===== src/verilog/ldc_pkg.sv =====
// ldc_pkg: constants, field layouts and types for the laser drive and
// bus address configuration bank behind the 2-wire management port.
// assumes one 20 MHz clock and a synchronous active-low reset.
// Operation
// write to drive config aborts running conversion
// converter restarts sequence once write completes
// drive config bits survive power and reset
// address config bits survive power and reset
// access only under valid manufacturer password
// without password writes ignored, contents kept
// device page at A6h, drive config byte 01h
// address config register at byte 02h
// bit 7 selects follower or inverted op-amp
// bit 6 selects quarter or full setpoint swing
// bit 5 references feedback to supply or ground
// bits 4:2 pick internal feedback resistor
// bit 1 selects bias source or sink
// bit 0 sets shutdown output active level
// top nibble is serial address, default 1010
// new address nibble takes effect at once
// host then uses the newly programmed address
// low three bits set reset-field clear delay
package ldc_pkg;
    // register byte offsets on the device page
    localparam logic [7:0] CFG1_OFFSET = 8'h01;
    localparam logic [7:0] CFG2_OFFSET = 8'h02;
    // stored values after a factory initialisation
    localparam logic [7:0] CFG1_RESET = 8'h02;
    localparam logic [7:0] CFG2_RESET = 8'ha2;
    // low three bits of the 7-bit device address (page A6h = 1010_011x)
    localparam logic [2:0] DEV_ADDR_LOW = 3'h3;
    // field positions in the drive config byte
    localparam int INV_POS = 7;
    localparam int SWING_POS = 6;
    localparam int REF_POS = 5;
    localparam int RFB_LSB = 2;
    localparam int DIR_POS = 1;
    localparam int POL_POS = 0;
    // field positions in the address config byte
    localparam int NIBBLE_LSB = 4;
    localparam int DELAY_LSB = 0;
    // value read back for unmapped or locked bytes
    localparam logic [7:0] READ_EMPTY = 8'h00;

    // drive config byte, msb first as stored
    typedef struct packed {
        logic apc_input_invert; // 0 follower, 1 inverted
        logic setpoint_swing_quarter; // 1 quarter scale, 0 full
        logic feedback_reference_select; // 1 supply, 0 analog ground
        logic [2:0] feedback_resistor_select; // 000 open, doubling
        logic bias_drive_direction; // 1 source, 0 sink
        logic shutdown_polarity; // 1 active high
    } ldc_cfg1_t;

    // address config byte
    typedef struct packed {
        logic [3:0] serial_address_high_nibble; // upper address nibble
        logic spare; // plain storage bit
        logic [2:0] reset_field_clear_delay; // clear delay code
    } ldc_cfg2_t;

    // serial slave states
    typedef enum logic [3:0] {
        LDC_IDLE, LDC_ADDR, LDC_ADDR_ACK, LDC_PTR, LDC_PTR_ACK,
        LDC_WDATA, LDC_WDATA_ACK, LDC_RDATA, LDC_RDATA_ACK
    } ldc_state_t;
endpackage


===== src/verilog/ldc_sync.sv =====
// ldc_sync: two-flop synchroniser for the bus pins.
// assumes idle-high open-drain lines, so both stages reset to one.
`timescale 1ns/10ps
module ldc_sync (
    // clock and reset
    input wire logic clk,
    input wire logic rstn,
    // asynchronous pins in, synchronous copy out
    input wire logic [1:0] pin_in,
    output logic [1:0] pin_sync
);
    logic [1:0] meta; // first stage, read by second stage only
    logic [1:0] next_meta;
    logic [1:0] next_pin_sync;

    // next values of both stages
    always_comb begin
        next_meta = pin_in;
        next_pin_sync = meta;
        if (!rstn) begin
            next_meta = 2'h3;
            next_pin_sync = 2'h3;
        end
    end

    // register the stages
    always_ff @(posedge clk) begin
        meta <= next_meta;
        pin_sync <= next_pin_sync;
    end
endmodule // ldc_sync


===== src/verilog/ldc_nv_store.sv =====
// ldc_nv_store: the two non-volatile configuration bytes.
// assumes the array is loaded once by factory_init; the system reset
// does not touch it, so values stand through every reset.
`timescale 1ns/10ps
module ldc_nv_store (
    // clock
    input wire logic clk,
    // one-cycle pulse that loads the factory values
    input wire logic factory_init,
    // write port from the serial slave
    input wire logic wr_en,
    input wire logic [7:0] wr_addr,
    input wire logic [7:0] wr_data,
    // manufacturer password in force
    input wire logic password_ok,
    // stored contents
    output ldc_pkg::ldc_cfg1_t cfg1,
    output ldc_pkg::ldc_cfg2_t cfg2
);
    import ldc_pkg::*;
    ldc_cfg1_t next_cfg1;
    ldc_cfg2_t next_cfg2;

    // write decode; locked writes leave the cells alone
    always_comb begin
        next_cfg1 = cfg1;
        next_cfg2 = cfg2;
        if (factory_init) begin
            next_cfg1 = ldc_cfg1_t'(CFG1_RESET);
            next_cfg2 = ldc_cfg2_t'(CFG2_RESET);
        end else if (wr_en && password_ok) begin
            if (wr_addr == CFG1_OFFSET) begin
                next_cfg1 = ldc_cfg1_t'(wr_data);
            end
            if (wr_addr == CFG2_OFFSET) begin
                next_cfg2 = ldc_cfg2_t'(wr_data);
            end
        end
    end

    // cells without reset: contents kept over resets
    always_ff @(posedge clk) begin
        cfg1 <= next_cfg1;
        cfg2 <= next_cfg2;
    end
endmodule // ldc_nv_store


===== src/verilog/ldc_top.sv =====
// ldc_top: 2-wire management slave serving the drive config and
// address config bytes, with converter abort/restart and shutdown level.
// assumes an open-drain bus resolved outside and a password checker on
// the same clock that raises password_ok while the password is valid.
`timescale 1ns/10ps
module ldc_top (
    // clock and reset
    input wire logic clk,
    input wire logic rstn,
    // factory load of the non-volatile bytes
    input wire logic factory_init,
    // password state from the access checker
    input wire logic password_ok,
    // serial bus pins
    input wire logic scl_in,
    input wire logic sda_in,
    output logic sda_out,
    output logic sda_oe,
    // converter control
    output logic adc_abort,
    output logic adc_restart,
    // shutdown request from the fault logic, and the pin it drives
    input wire logic shutdown_request,
    output logic shutdown_output,
    // configuration to the analog loop
    output logic apc_input_invert,
    output logic setpoint_swing_quarter,
    output logic feedback_reference_select,
    output logic [2:0] feedback_resistor_select,
    output logic bias_drive_direction,
    output logic shutdown_polarity,
    // address nibble and reset-field clear delay
    output logic [3:0] serial_address_high_nibble,
    output logic [2:0] reset_field_clear_delay
);
    import ldc_pkg::*;

    // synchronised pins and their previous samples
    logic [1:0] pins_s; // {scl, sda} after two flops
    logic scl_s;
    logic sda_s;
    logic scl_q;
    logic sda_q;

    // stored bytes
    ldc_cfg1_t cfg1;
    ldc_cfg2_t cfg2;

    // slave state
    ldc_state_t state;
    ldc_state_t next_state;
    logic [2:0] bit_cnt; // bits seen in current byte
    logic [2:0] next_bit_cnt;
    logic [7:0] shreg; // shift register, in or out
    logic [7:0] next_shreg;
    logic [7:0] ptr; // byte pointer, auto-increments
    logic [7:0] next_ptr;
    logic rw; // 1 while the frame is a read
    logic next_rw;
    logic ack_half; // second half of an ack bit
    logic next_ack_half;
    logic master_nack; // host refused further read bytes
    logic next_master_nack;
    logic next_sda_oe;
    logic cfg1_dirty; // accepted drive config write in frame
    logic next_cfg1_dirty;
    logic next_adc_abort;
    logic next_adc_restart;
    logic next_shutdown_output;
    logic wr_en; // write strobe to the store
    logic next_wr_en;
    logic [7:0] wr_addr;
    logic [7:0] next_wr_addr;
    logic [7:0] wr_data;
    logic [7:0] next_wr_data;

    // bus events
    logic scl_rise;
    logic scl_fall;
    logic start_cond;
    logic stop_cond;
    logic [6:0] my_addr; // live 7-bit device address
    logic [7:0] wbyte; // byte as completed on the 8th rise

    // byte presented for a read; locked or unmapped bytes read empty
    function automatic logic [7:0] read_byte(input logic [7:0] addr,
        input ldc_cfg1_t c1,
        input ldc_cfg2_t c2,
        input logic pw);
        logic [7:0] val;
        val = READ_EMPTY;
        if (pw && addr == CFG1_OFFSET) begin
            val = c1;
        end
        if (pw && addr == CFG2_OFFSET) begin
            val = c2;
        end
        return val;
    endfunction

    // pin synchroniser, both lines through two flops
    ldc_sync u_sync (
        .clk(clk),
        .rstn(rstn),
        .pin_in({scl_in, sda_in}),
        .pin_sync(pins_s)
    );

    // non-volatile configuration bytes
    ldc_nv_store u_store (
        .clk(clk),
        .factory_init(factory_init),
        .wr_en(wr_en),
        .wr_addr(wr_addr),
        .wr_data(wr_data),
        .password_ok(password_ok),
        .cfg1(cfg1),
        .cfg2(cfg2)
    );

    assign scl_s = pins_s[1];
    assign sda_s = pins_s[0];

    // edge and condition detection on the synchronised lines
    assign scl_rise = scl_s & ~scl_q;
    assign scl_fall = ~scl_s & scl_q;
    assign start_cond = scl_s & scl_q & sda_q & ~sda_s;
    assign stop_cond = scl_s & scl_q & ~sda_q & sda_s;
    assign wbyte = {shreg[6:0], sda_s};

    // address compared straight from the stored nibble, so a new
    // nibble is matched from the very next frame
    assign my_addr = {cfg2.serial_address_high_nibble, DEV_ADDR_LOW};

    // config fields: wires from the store's own flops
    assign apc_input_invert = cfg1.apc_input_invert;
    assign setpoint_swing_quarter = cfg1.setpoint_swing_quarter;
    assign feedback_reference_select = cfg1.feedback_reference_select;
    assign feedback_resistor_select = cfg1.feedback_resistor_select;
    assign bias_drive_direction = cfg1.bias_drive_direction;
    assign shutdown_polarity = cfg1.shutdown_polarity;
    assign serial_address_high_nibble = cfg2.serial_address_high_nibble;
    assign reset_field_clear_delay = cfg2.reset_field_clear_delay;

    // next-state logic of the serial slave
    always_comb begin
        next_state = state;
        next_bit_cnt = bit_cnt;
        next_shreg = shreg;
        next_ptr = ptr;
        next_rw = rw;
        next_ack_half = ack_half;
        next_master_nack = master_nack;
        next_sda_oe = sda_oe;
        next_cfg1_dirty = cfg1_dirty;
        next_adc_abort = 1'b0;
        next_adc_restart = 1'b0;
        next_wr_en = 1'b0;
        next_wr_addr = wr_addr;
        next_wr_data = wr_data;
        // shutdown pin follows the request at the programmed level
        next_shutdown_output = cfg1.shutdown_polarity ? shutdown_request
            : ~shutdown_request;
        if (stop_cond) begin
            // end of frame: the write is complete, restart the sequence if the drive config was written
            next_state = LDC_IDLE;
            next_sda_oe = 1'b0;
            next_ack_half = 1'b0;
            if (cfg1_dirty) begin
                next_adc_restart = 1'b1;
                next_cfg1_dirty = 1'b0;
            end
        end else if (start_cond) begin
            // start or repeated start: new address byte follows
            next_state = LDC_ADDR;
            next_bit_cnt = 3'h0;
            next_sda_oe = 1'b0;
            next_ack_half = 1'b0;
        end else begin
            unique case (state)
                LDC_IDLE: begin
                    // wait for a start, bus released
                    next_sda_oe = 1'b0;
                end
                LDC_ADDR, LDC_PTR, LDC_WDATA: begin
                    // shift a byte in on rising edges
                    if (scl_rise) begin
                        next_shreg = wbyte;
                        next_bit_cnt = bit_cnt + 3'h1;
                        if (bit_cnt == 3'h7) begin
                            next_ack_half = 1'b0;
                            if (state == LDC_ADDR) begin
                                // ignore frames for other addresses
                                next_rw = sda_s;
                                next_state = (shreg[6:0] == my_addr) ? LDC_ADDR_ACK
                                    : LDC_IDLE;
                            end else if (state == LDC_PTR) begin
                                next_ptr = wbyte;
                                next_state = LDC_PTR_ACK;
                            end else begin
                                // data byte: write strobe, pointer advances
                                next_wr_en = 1'b1;
                                next_wr_addr = ptr;
                                next_wr_data = wbyte;
                                next_ptr = ptr + 8'h01;
                                if (ptr == CFG1_OFFSET && password_ok) begin
                                    // running conversion dropped
                                    next_adc_abort = 1'b1;
                                    next_cfg1_dirty = 1'b1;
                                end
                                next_state = LDC_WDATA_ACK;
                            end
                        end
                    end
                end
                LDC_ADDR_ACK, LDC_PTR_ACK, LDC_WDATA_ACK: begin
                    // pull data low for one clock period of the bus;
                    // locked writes are acked too, the host sees no refusal
                    if (scl_fall) begin
                        if (!ack_half) begin
                            next_sda_oe = 1'b1;
                            next_ack_half = 1'b1;
                        end else begin
                            next_sda_oe = 1'b0;
                            next_ack_half = 1'b0;
                            next_bit_cnt = 3'h0;
                            if (state == LDC_ADDR_ACK && rw) begin
                                // read frame: present first byte at once
                                next_shreg = read_byte(ptr, cfg1, cfg2, password_ok);
                                next_sda_oe = ~next_shreg[7];
                                next_state = LDC_RDATA;
                            end else if (state == LDC_ADDR_ACK) begin
                                next_state = LDC_PTR;
                            end else begin
                                next_state = LDC_WDATA;
                            end
                        end
                    end
                end
                LDC_RDATA: begin
                    // host samples on rise, next bit placed on fall
                    if (scl_rise) begin
                        next_bit_cnt = bit_cnt + 3'h1;
                        if (bit_cnt == 3'h7) begin
                            next_ptr = ptr + 8'h01;
                            next_ack_half = 1'b0;
                            next_state = LDC_RDATA_ACK;
                        end
                    end else if (scl_fall) begin
                        next_shreg = {shreg[6:0], 1'b0};
                        next_sda_oe = ~shreg[6];
                    end
                end
                LDC_RDATA_ACK: begin
                    // release for the host's ack, then continue or stop
                    if (scl_fall && !ack_half) begin
                        next_sda_oe = 1'b0;
                        next_ack_half = 1'b1;
                    end else if (scl_rise && ack_half) begin
                        next_master_nack = sda_s;
                    end else if (scl_fall && ack_half) begin
                        next_ack_half = 1'b0;
                        next_bit_cnt = 3'h0;
                        if (master_nack) begin
                            next_state = LDC_IDLE;
                        end else begin
                            next_shreg = read_byte(ptr, cfg1, cfg2, password_ok);
                            next_sda_oe = ~next_shreg[7];
                            next_state = LDC_RDATA;
                        end
                    end
                end
            endcase
        end
    end

    // register the slave and the pin history
    always_ff @(posedge clk) begin
        if (!rstn) begin
            scl_q <= 1'b1;
            sda_q <= 1'b1;
            state <= LDC_IDLE;
            bit_cnt <= 3'h0;
            shreg <= 8'h00;
            ptr <= 8'h00;
            rw <= 1'b0;
            ack_half <= 1'b0;
            master_nack <= 1'b0;
            sda_oe <= 1'b0;
            sda_out <= 1'b0;
            cfg1_dirty <= 1'b0;
            adc_abort <= 1'b0;
            adc_restart <= 1'b0;
            shutdown_output <= 1'b0;
            wr_en <= 1'b0;
            wr_addr <= 8'h00;
            wr_data <= 8'h00;
        end else begin
            scl_q <= scl_s;
            sda_q <= sda_s;
            state <= next_state;
            bit_cnt <= next_bit_cnt;
            shreg <= next_shreg;
            ptr <= next_ptr;
            rw <= next_rw;
            ack_half <= next_ack_half;
            master_nack <= next_master_nack;
            sda_oe <= next_sda_oe;
            sda_out <= 1'b0; // open drain: only ever pulls low
            cfg1_dirty <= next_cfg1_dirty;
            adc_abort <= next_adc_abort;
            adc_restart <= next_adc_restart;
            shutdown_output <= next_shutdown_output;
            wr_en <= next_wr_en;
            wr_addr <= next_wr_addr;
            wr_data <= next_wr_data;
        end
    end
endmodule // ldc_top


===== config.mk =====
export PLATFORM = sky130hd
export DESIGN_NAME = ldc_top
export DESIGN_NICKNAME = d
export VERILOG_FILES = /design/src/verilog/ldc_pkg.sv /design/src/verilog/ldc_sync.sv /design/src/verilog/ldc_nv_store.sv /design/src/verilog/ldc_top.sv
export SDC_FILE = /design/constraint.sdc
export NUM_CORES = 1
export LEC_CHECK = 0
export ABC_AREA = 1
export BUFFER_PORTS_ARGS = -buffer_cell sky130_fd_sc_hd__buf_2
export CAP_MARGIN = 20
export CORE_AREA = 2 2 89 91
export DETAILED_ROUTE_END_ITERATION = 8
export DIE_AREA = 0 0 91 93
export PLACE_DENSITY = 0.67
export SLEW_MARGIN = 25
export SYNTH_ARGS = -nofsm -noshare
export SYNTH_HDL_FRONTEND = slang
export SYNTH_SLANG_ARGS = --single-unit

===== constraint.sdc =====
create_clock -name clk -period 2.2 [get_ports clk]
set_clock_uncertainty 0.05 [all_clocks]
set_input_delay 0.11 -clock clk [delete_from_list [all_inputs] [get_ports clk]]
set_output_delay 0.11 -clock clk [all_outputs]
set_load 0.02 [all_outputs]

## Yosys cells after proc, flatten, opt, wreduce, memory -nomap -nowiden

Cells that the tools add are included.

- Register bits: 69
- Bits in latches: 0
- RAM bits: 0
- Memory bits (read-only): 0
- Input bits: 7
- Output and inout port bits: 20
- Logic and storage cells: 214
- Memories: 0

- Add/subtract/negate cells: 2
- Multipliers: 0
- Divide/modulo/power cells: 0
- Order comparisons: 0
- Equality and inequality tests: 43
- Shift operators: 0
- Multiplexer cells: 80
- Bitwise operators: 24
- Reductions and logical operators: 36

Operators by type and width:

| cell | number |
|---|---|
| $mux W8 | 21 |
| $mux W7 | 10 |
| $mux W4 | 9 |
| $ne A3 B3 Y1 const B | 12 |
| $mux W3 | 11 |
| $ne A2 B2 Y1 const B | 14 |
| $pmux W7 S4 | 1 |
| $mux W1 | 21 |
| $reduce_and A7 Y1 | 3 |
| $reduce_and A10 Y1 | 2 |
| $not A1 Y1 | 17 |
| $eq A4 B3 Y1 const B | 4 |
| $eq A8 B1 Y1 const B | 2 |
| $eq A8 B2 Y1 const B | 2 |
| $pmux W4 S4 | 1 |
| $pmux W8 S2 | 1 |
| $reduce_and A8 Y1 | 2 |
| $reduce_and A13 Y1 | 1 |
| $reduce_and A6 Y1 | 2 |
| $reduce_bool A4 Y1 | 3 |
| $pmux W3 S3 | 1 |
| $reduce_or A3 Y1 | 3 |
| $add A8 B1 Y8 const B | 1 |
| $eq A4 B2 Y1 const B | 2 |
| 23 further kinds | 39 |

## Depth between registers and ports, before layout

Gate-level depths: netlist of the first run.

- Depth after elaboration: 17
- Mapped depth: 14
- Gate-level depth less buffers: 12

## Cells and area by module

From an unflattened synthesis of the first run, not the netlist that was laid out.

- Cell total of the unflattened synthesis: 572
- Area total of the unflattened synthesis: 3683.5 sq um

Modules (own cells, without submodules):

| module | instances | cells each | area each (sq um) | sequential area each (sq um) |
|---|---|---|---|---|
| ldc_top | 1 | 456 | 2811.4 | 980.9 |
| ldc_nv_store | 1 | 104 | 762.0 | 320.3 |
| ldc_sync | 1 | 12 | 110.1 | 80.1 |

## Least setup slack after synthesis of the first run

No wires, ideal clock.

- Path kind: register to register
- Start point: reg ptr[0]
- End point: reg shreg[0]
- Setup time: 0.064 ns
- Data arrival time: 1.455 ns
- Required time: 2.086 ns
- Setup slack: 0.631 ns
- Cell stages (with the launch flop): 13
- Cells stage by stage: dfxtp_1 inv_1 ha_1 nand2_1 inv_1 nand2_1 nor3_1 nand2_1 nand2_1 nand2_1 nand2_1 nor2_1 nor2_1

- Longest elaborated chain between the ends: 16
- Elaborated cells on any way between the ends: 27

RTL lines:

| what | RTL line | text |
|---|---|---|
| start: declaration | ldc_top.sv:56 | `logic [7:0] ptr;` |
| start signal: assignment | ldc_top.sv:304 | `ptr <= next_ptr;` |
| $eq A8 B1 Y1 | ldc_top.sv:92 | `if (pw && addr == CFG1_OFFSET) begin` |
| $logic_and A1 B1 Y1 | ldc_top.sv:92 |  |
| $mux W8 | ldc_top.sv:92 |  |
| $mux W8 * | ldc_top.sv:95 | `if (pw && addr == CFG2_OFFSET) begin` |
| $mux W8 | ldc_top.sv:264 | `if (master_nack) begin` |
| $mux W8 | ldc_top.sv:261 | `end else if (scl_fall && ack_half) begin` |
| $mux W8 | ldc_top.sv:259 | `end else if (scl_rise && ack_half) begin` |
| $mux W8 | ldc_top.sv:256 | `if (scl_fall && !ack_half) begin` |
| $mux W8 | ldc_top.sv:180 | `unique case (state)` |
| $mux W8 | ldc_top.sv:173 | `end else if (start_cond) begin` |
| $mux W8 | ldc_top.sv:164 | `if (stop_cond) begin` |
| $mux W7 | ldc_top.sv:264 |  |
| $mux W7 | ldc_top.sv:261 |  |
| $mux W7 | ldc_top.sv:259 |  |
| $mux W7 | ldc_top.sv:256 |  |
| $pmux W7 S4 * | ldc_top.sv:180 |  |
| end signal: assignment | ldc_top.sv:303 | `shreg <= next_shreg;` |
| end: declaration | ldc_top.sv:54 | `logic [7:0] shreg;` |

Every way passes the cells marked *; elsewhere a longest branch is shown, timed or not. The select of a mux whose other input is x is not followed.
A chain may end at the register's enable or synchronous reset.

## Final worst setup path of the first run

- Start point: reg ptr[1]
- End point: reg shreg[6]

Same word-level chain as after synthesis.

==> summary.md, run 1 <==
### Layout
• Layout Area Growth over Synthesis: 11.2%
• footprint of the multi-input gates: 1910 µm²
• top library cells by usage in the layout, fill and taps aside: 144 x nand2_1, 69 x dfxtp_1, 68 x nor2_1
• layout cells sized above 1: 0.143
• diode count: 0
• storage element area: 1380 µm²
• Final nets: 581
• number of fillers in the final layout: 785
• most frequent standard cell in the layout excluding fill and tap cells: nand2_1
• Layout Cells excl Fill: 676

### Drt
• post-route DRC violation count: 0
• first-pass iteration count of the detailed router: 5
• final antenna-violating net count: 0
• number of violations reported at the end of detailed-routing iteration 0: 199
• Avg WL per Cell: 13.1 µm
• via count: 3514
• average vias per placed instance: 5.20
• Total Wirelength: 8840 µm

### STA
• Hold WS: 128 ps
• number of failing hold endpoints at the final stage: 0
• post-route fraction of the period consumed by the critical path: 0.870
• maximum achievable frequency: 523 MHz
• setup violators final: 0
• Period minus WS final: 1910 ps
• setup repair after global routing missed its margin: false
• Max transition margin: 0.494
• Total Neg Setup Slack: 0 ps
• max-slew violation total from the final report: 0
• Least-Margin Pin Slew: 753 ps

### Die
• number of standard-cell rows in the floorplan: 32
• Core Area: 7530 µm²
• starting density of the core: 0.486
• number of top-level design ports: 27
• Die H: 93 µm
• Die Footprint: 8460 µm²
• overall die width: 91 µm

### Clock tree
• buffer type at the clock tree root: clkbuf_8
• PostCTS Resize Cnt: 0
• H-tree levels: 3
• Clock Pin Slew Worst Setup and Hold Paths: 70 ps
• clock sink count: 69
• number of buffers added for setup after CTS: 0
• Hold Buf Count CTS: 3
• TritonCTS clock tree: yes
• number of buffers created by CTS: 9
• maximum buffer depth of the clock tree: 2
• source-to-sink clock delay at the later pin of the worst-skew pair: 350 ps

### Placement
• Post-DP HPWL: 6580 µm
• Port Buffer Count: 25
• post-placement cell count: 657
• final weighted congestion of routability-driven global placement: 0.936

### Global route
• vias in the first global route: 3316
• antenna violations before repair: 0
• global routing usage summed across all routing layers: 0.229
• first-pass GRT wire length: 15500 µm
• largest net degree at the start of global routing: 29
• aggregate global routing overflow: 0

### Flow run
• reported max-cap violation count: 0

### Synthesis
• Netlist cell types: 32
• average instance area after synthesis: 6.73 µm²
• register bit count reported by yosys: 69
• most used flip-flop cell after synthesis: dfxtp_1
• count of yosys warnings during synthesis: 0
• number of flops mapped to enable cells by yosys: 0
• number of instances in the synthesized netlist: 544
• portion of synthesized cell area occupied by the leading cell type: 0.377
• proportion of synthesized flip-flops having asynchronous set or reset: 0
• cell types with the largest area share after synthesis: dfxtp_1 38%, nand2_1 15%, nor2_1 7.0%, o21ai_0 5.7%, inv_1 5.3%
• fraction of the yosys area taken by sequential cells: 0.377
• Netlist Area Pre-Place: 3660 µm²
• Post-Syn Nets: 556
• cell taking the most area after synthesis: dfxtp_1

### Run status
• result of the run: finished clean

### Worst setup path
• Worst EP required: 2440 ps
• maximum fanout count along the critical path: 7
• kind of start point of the critical path: flop
• Setup crit end kind: flop
• worst setup path class: flop to flop
• arrival time of the worst setup path: 2150 ps

### Hold path
• path category of the worst min-delay check: primary input to flop

### Pwr
• post-layout power: 4620 µW
• leakage power: 0.00192 µW
• highest ir drop seen on vdd: 0.832 mV
• power density over the cells: 1130 nW/µm²

==> layout make-up <==
class,count,share of cell area
Multi-Input combinational cell,395,0.468
Clock inverter,6,0.0212
Sequential cell,69,0.339
Clock buffer,10,0.0338
Timing Repair Buffer,36,0.0528
Tap cell,102,0.0313
Inverter,58,0.0535
==> kinds of logic after synthesis <==
family	synth area share
AOI/OAI and AO/OA	0.126
buffers and inverters	0.102
xor gates and xnor gates	0.00479
adders and majority gates	0.0171
other	0.00102
and+or+nand+nor	0.371
DFF	0.377
==> power breakdown <==
| part | switching, µW | total, µW | internal, µW |
|---|---|---|---|
| Combinational | 1250 | 1860 | 608 |
| Sequential | 204 | 1590 | 1390 |
| Clock | 497 | 1160 | 667 |
| Total | 1950 | 4620 | 2660 |
==> cell usage after synthesis (2+ instances only) <==
master,instances
a21oi_1,32
buf_4,9
buf_6,5
clkbuf_1,7
dfxtp_1,69
ha_1,5
inv_1,52
inv_2,5
nand2_1,144
nand2_2,3
nand2_4,8
nand3_1,33
nand4_1,18
nor2_1,68
nor2_2,7
nor2_4,4
nor3_1,5
nor4_1,2
o211ai_1,7
o21ai_0,42
o21ai_1,4
or2_2,4
xor2_1,2
==> per-stage QoR <==
step	setup slack, ps	util	area, µm²
floorplan	631	-	3660
global placement	366	0.507	3820
detailed placement	357	0.507	3820
CTS	326	0.541	4070
global route	37.9	0.541	4070
finish	286	0.541	4070
==> sequential cells by signal, summed over array words and instances (netlist names), 2 cells and up <==
signal           flops
ptr                  8
u_store.cfg1         8
u_store.cfg2         8
wr_addr              8
wr_data              8
shreg                7
state                4
bit_cnt              3
u_sync.meta          2
u_sync.pin_sync      2
==> layer usage <==
layer  global-route usage  wire length (µm)  share of wire
met5                    0                 0              0
met4               0.0833               184          0.021
met3               0.0419               472          0.053
met2                0.405              4240           0.48
met1                0.278              3940           0.45
==> worst paths after layout <==
| kind | from | end | slack [ps] | cells past startpoint |
|---|---|---|---|---|
| max | ptr[1] | shreg[6] | 290 | 11 |
| max reg2reg | ptr[1] | shreg[6] | 290 | 11 |
| min reg2reg | u_sync.meta[0] | u_sync.pin_sync[0] | 370 | 1 |
| min | factory_init | u_store.cfg2[5] | 130 | 3 |
==> worst max-delay path, stage by stage (launching register included) <==
cell     delay (ps)
dfxtp_1         400
ha_1            190
nand2_1          60
inv_1            70
nand2_1          60
nor3_1          590
nand2_1         120
nand2_1         100
nand2_1          50
nand2_1          50
nor2_1           40
nor2_1           90
Note: power is estimated with default switching activity, not from simulation.
==> run 2, diff against run 1 <==
Settings changed: BUFFER_PORTS_ARGS -buffer_cell sky130_fd_sc_hd__buf_2 to -buffer_cell sky130_fd_sc_hd__buf_4.
==> run 2 against run 1 <==
Cell count fell by 0.15%. Wire length is 2.9% higher. Hold slack got worse by 74 ps. Final area is 1.7% higher. Core utilization increased by 0.91 points. Critical path type unchanged. Highest routed layer unchanged.
==> summary.md, run 2 (synthesized netlist as in run 1, its figures left out) <==
### Drt
• average vias per placed instance: 5.21
• first-pass iteration count of the detailed router: 7
• via count: 3517
• final antenna-violating net count: 0
• number of violations reported at the end of detailed-routing iteration 0: 182
• Avg WL per Cell: 13.5 µm
• post-route DRC violation count: 0
• Total Wirelength: 9090 µm

### Placement
• Post-DP HPWL: 6640 µm
• Port Buffer Count: 25
• final weighted congestion of routability-driven global placement: 0.878

### Pwr
• proportion of power drawn by flip-flops and latches: 0.340
• switching share of total power: 0.417
• highest ir drop seen on vdd: 0.922 mV
• share of total power in combinational logic: 0.397
• power density over the cells: 1140 nW/µm²
• reported net switching power: 1970 µW
• clock share of power: 0.263
• post-layout power: 4720 µW
• Internal Dissipation: 2750 µW
• leakage power: 0.00193 µW

### STA
• max-slew violation total from the final report: 0
• post-route fraction of the period consumed by the critical path: 0.876
• Period minus WS final: 1930 ps
• Least-Margin Pin Slew: 736 ps
• number of failing hold endpoints at the final stage: 0
• setup repair after global routing missed its margin: false
• Total Neg Setup Slack: 0 ps
• Max transition margin: 0.506
• setup violators final: 0
• maximum achievable frequency: 519 MHz

### Layout
• layout cells sized above 1: 0.141
• Layout Area Growth over Synthesis: 13.1%
• Final nets: 580
• top library cells by usage in the layout, fill and taps aside: 144 x nand2_1, 69 x dfxtp_1, 68 x nor2_1
• diode count: 0
• most frequent standard cell in the layout excluding fill and tap cells: nand2_1

### Clock tree
• buffer type at the clock tree root: clkbuf_8
• Clock Pin Slew Worst Setup and Hold Paths: 80 ps
• H-tree levels: 3
• maximum buffer depth of the clock tree: 2
• clock sink count: 69
• source-to-sink clock delay at the later pin of the worst-skew pair: 340 ps
• number of buffers created by CTS: 9
• TritonCTS clock tree: yes

### Die
• Core Area: 7530 µm²
• Die Footprint: 8460 µm²
• number of top-level design ports: 27
• overall die width: 91 µm
• Die H: 93 µm
• starting density of the core: 0.486
• number of standard-cell rows in the floorplan: 32

### Global route
• aggregate global routing overflow: 0
• global routing usage summed across all routing layers: 0.227
• first-pass GRT wire length: 15400 µm
• largest net degree at the start of global routing: 30
• vias in the first global route: 3264
• antenna violations before repair: 0

### Worst setup path
• Setup crit end kind: flop
• Worst EP required: 2430 ps
• worst setup path class: flop to flop
• maximum fanout count along the critical path: 7
• arrival time of the worst setup path: 2150 ps
• kind of start point of the critical path: flop

### Hold path
• path category of the worst min-delay check: primary input to flop

### Flow run
• reported max-cap violation count: 0

### Run status
• result of the run: finished clean

run 2: power groups by stage:
stage | registers (µW) | logic [µW] | clock network [µW]
after floorplan | 1530 | 1610 | 0
after CTS | 1590 | 1850 | 1270
after global placement | 1620 | 1820 | 0
final | 1600 | 1870 | 1240
after global routing | 1610 | 2140 | 1320
after detailed placement | 1620 | 1840 | 0
run 2: per-stage QoR:
stage	cell area, µm²	instances	hold WS [ps]	worst slack [ps]	utilization
6_report	4140	675	53.7	273	0.550
5_1_grt	4140	675	76.4	55.3	0.550
4_1_cts	4140	675	45.8	291	0.550
3_5_place_dp	3870	656	252	330	0.515
3_3_place_gp	3870	656	252	367	0.515
2_1_floorplan	3660	544	167	631	-
run 2: worst max-delay path, stage by stage, from the launching register on:
cell and delay [ps]:
dfxtp_1 400, ha_1 190, nand2_1 50, inv_1 60, nand2_1 60, nor3_1 580, nand2_1 120, nand2_1 90
nand2_1 50, nand2_1 60, nor2_1 40, nor2_1 110
run 2: per-layer routing:
metal | vias up | part of all wire | global-route usage
li1 | 1797 | - | -
met1 | 1611 | 0.47 | 0.286
met2 | 91 | 0.47 | 0.383
met3 | 18 | 0.042 | 0.0363
met4 | 0 | 0.017 | 0.102
met5 | - | 0 | 0
run 2: final cells by class:
| cell class | instances | area (µm²) |
|---|---|---|
| fillers | 761 | 3390 |
| multi-input cells | 395 | 1910 |
| flip-flops and latches | 69 | 1380 |
| repair buffers | 35 | 270 |
| inverters | 58 | 218 |
| well taps | 102 | 128 |
| clock buffers | 9 | 124 |
| clock inverters | 7 | 114 |
run 2: final timing paths:
check	start	end	slack, ps	depth (start not counted)
min	rstn	scl_q	50	2
max	ptr[1]	shreg[2]	270	11
min reg2reg	u_sync.meta[1]	u_sync.pin_sync[1]	370	1
max reg2reg	ptr[1]	shreg[2]	270	11
run 2: repair_timing:
| action | 4_1_cts | 5_1_grt |
|---|---|---|
| endpoints found under the hold margin | 3 | 0 |
| setup buffers | 0 | 0 |
| gates resized for setup | 0 | 0 |
| hold buffers | 3 | 0 |
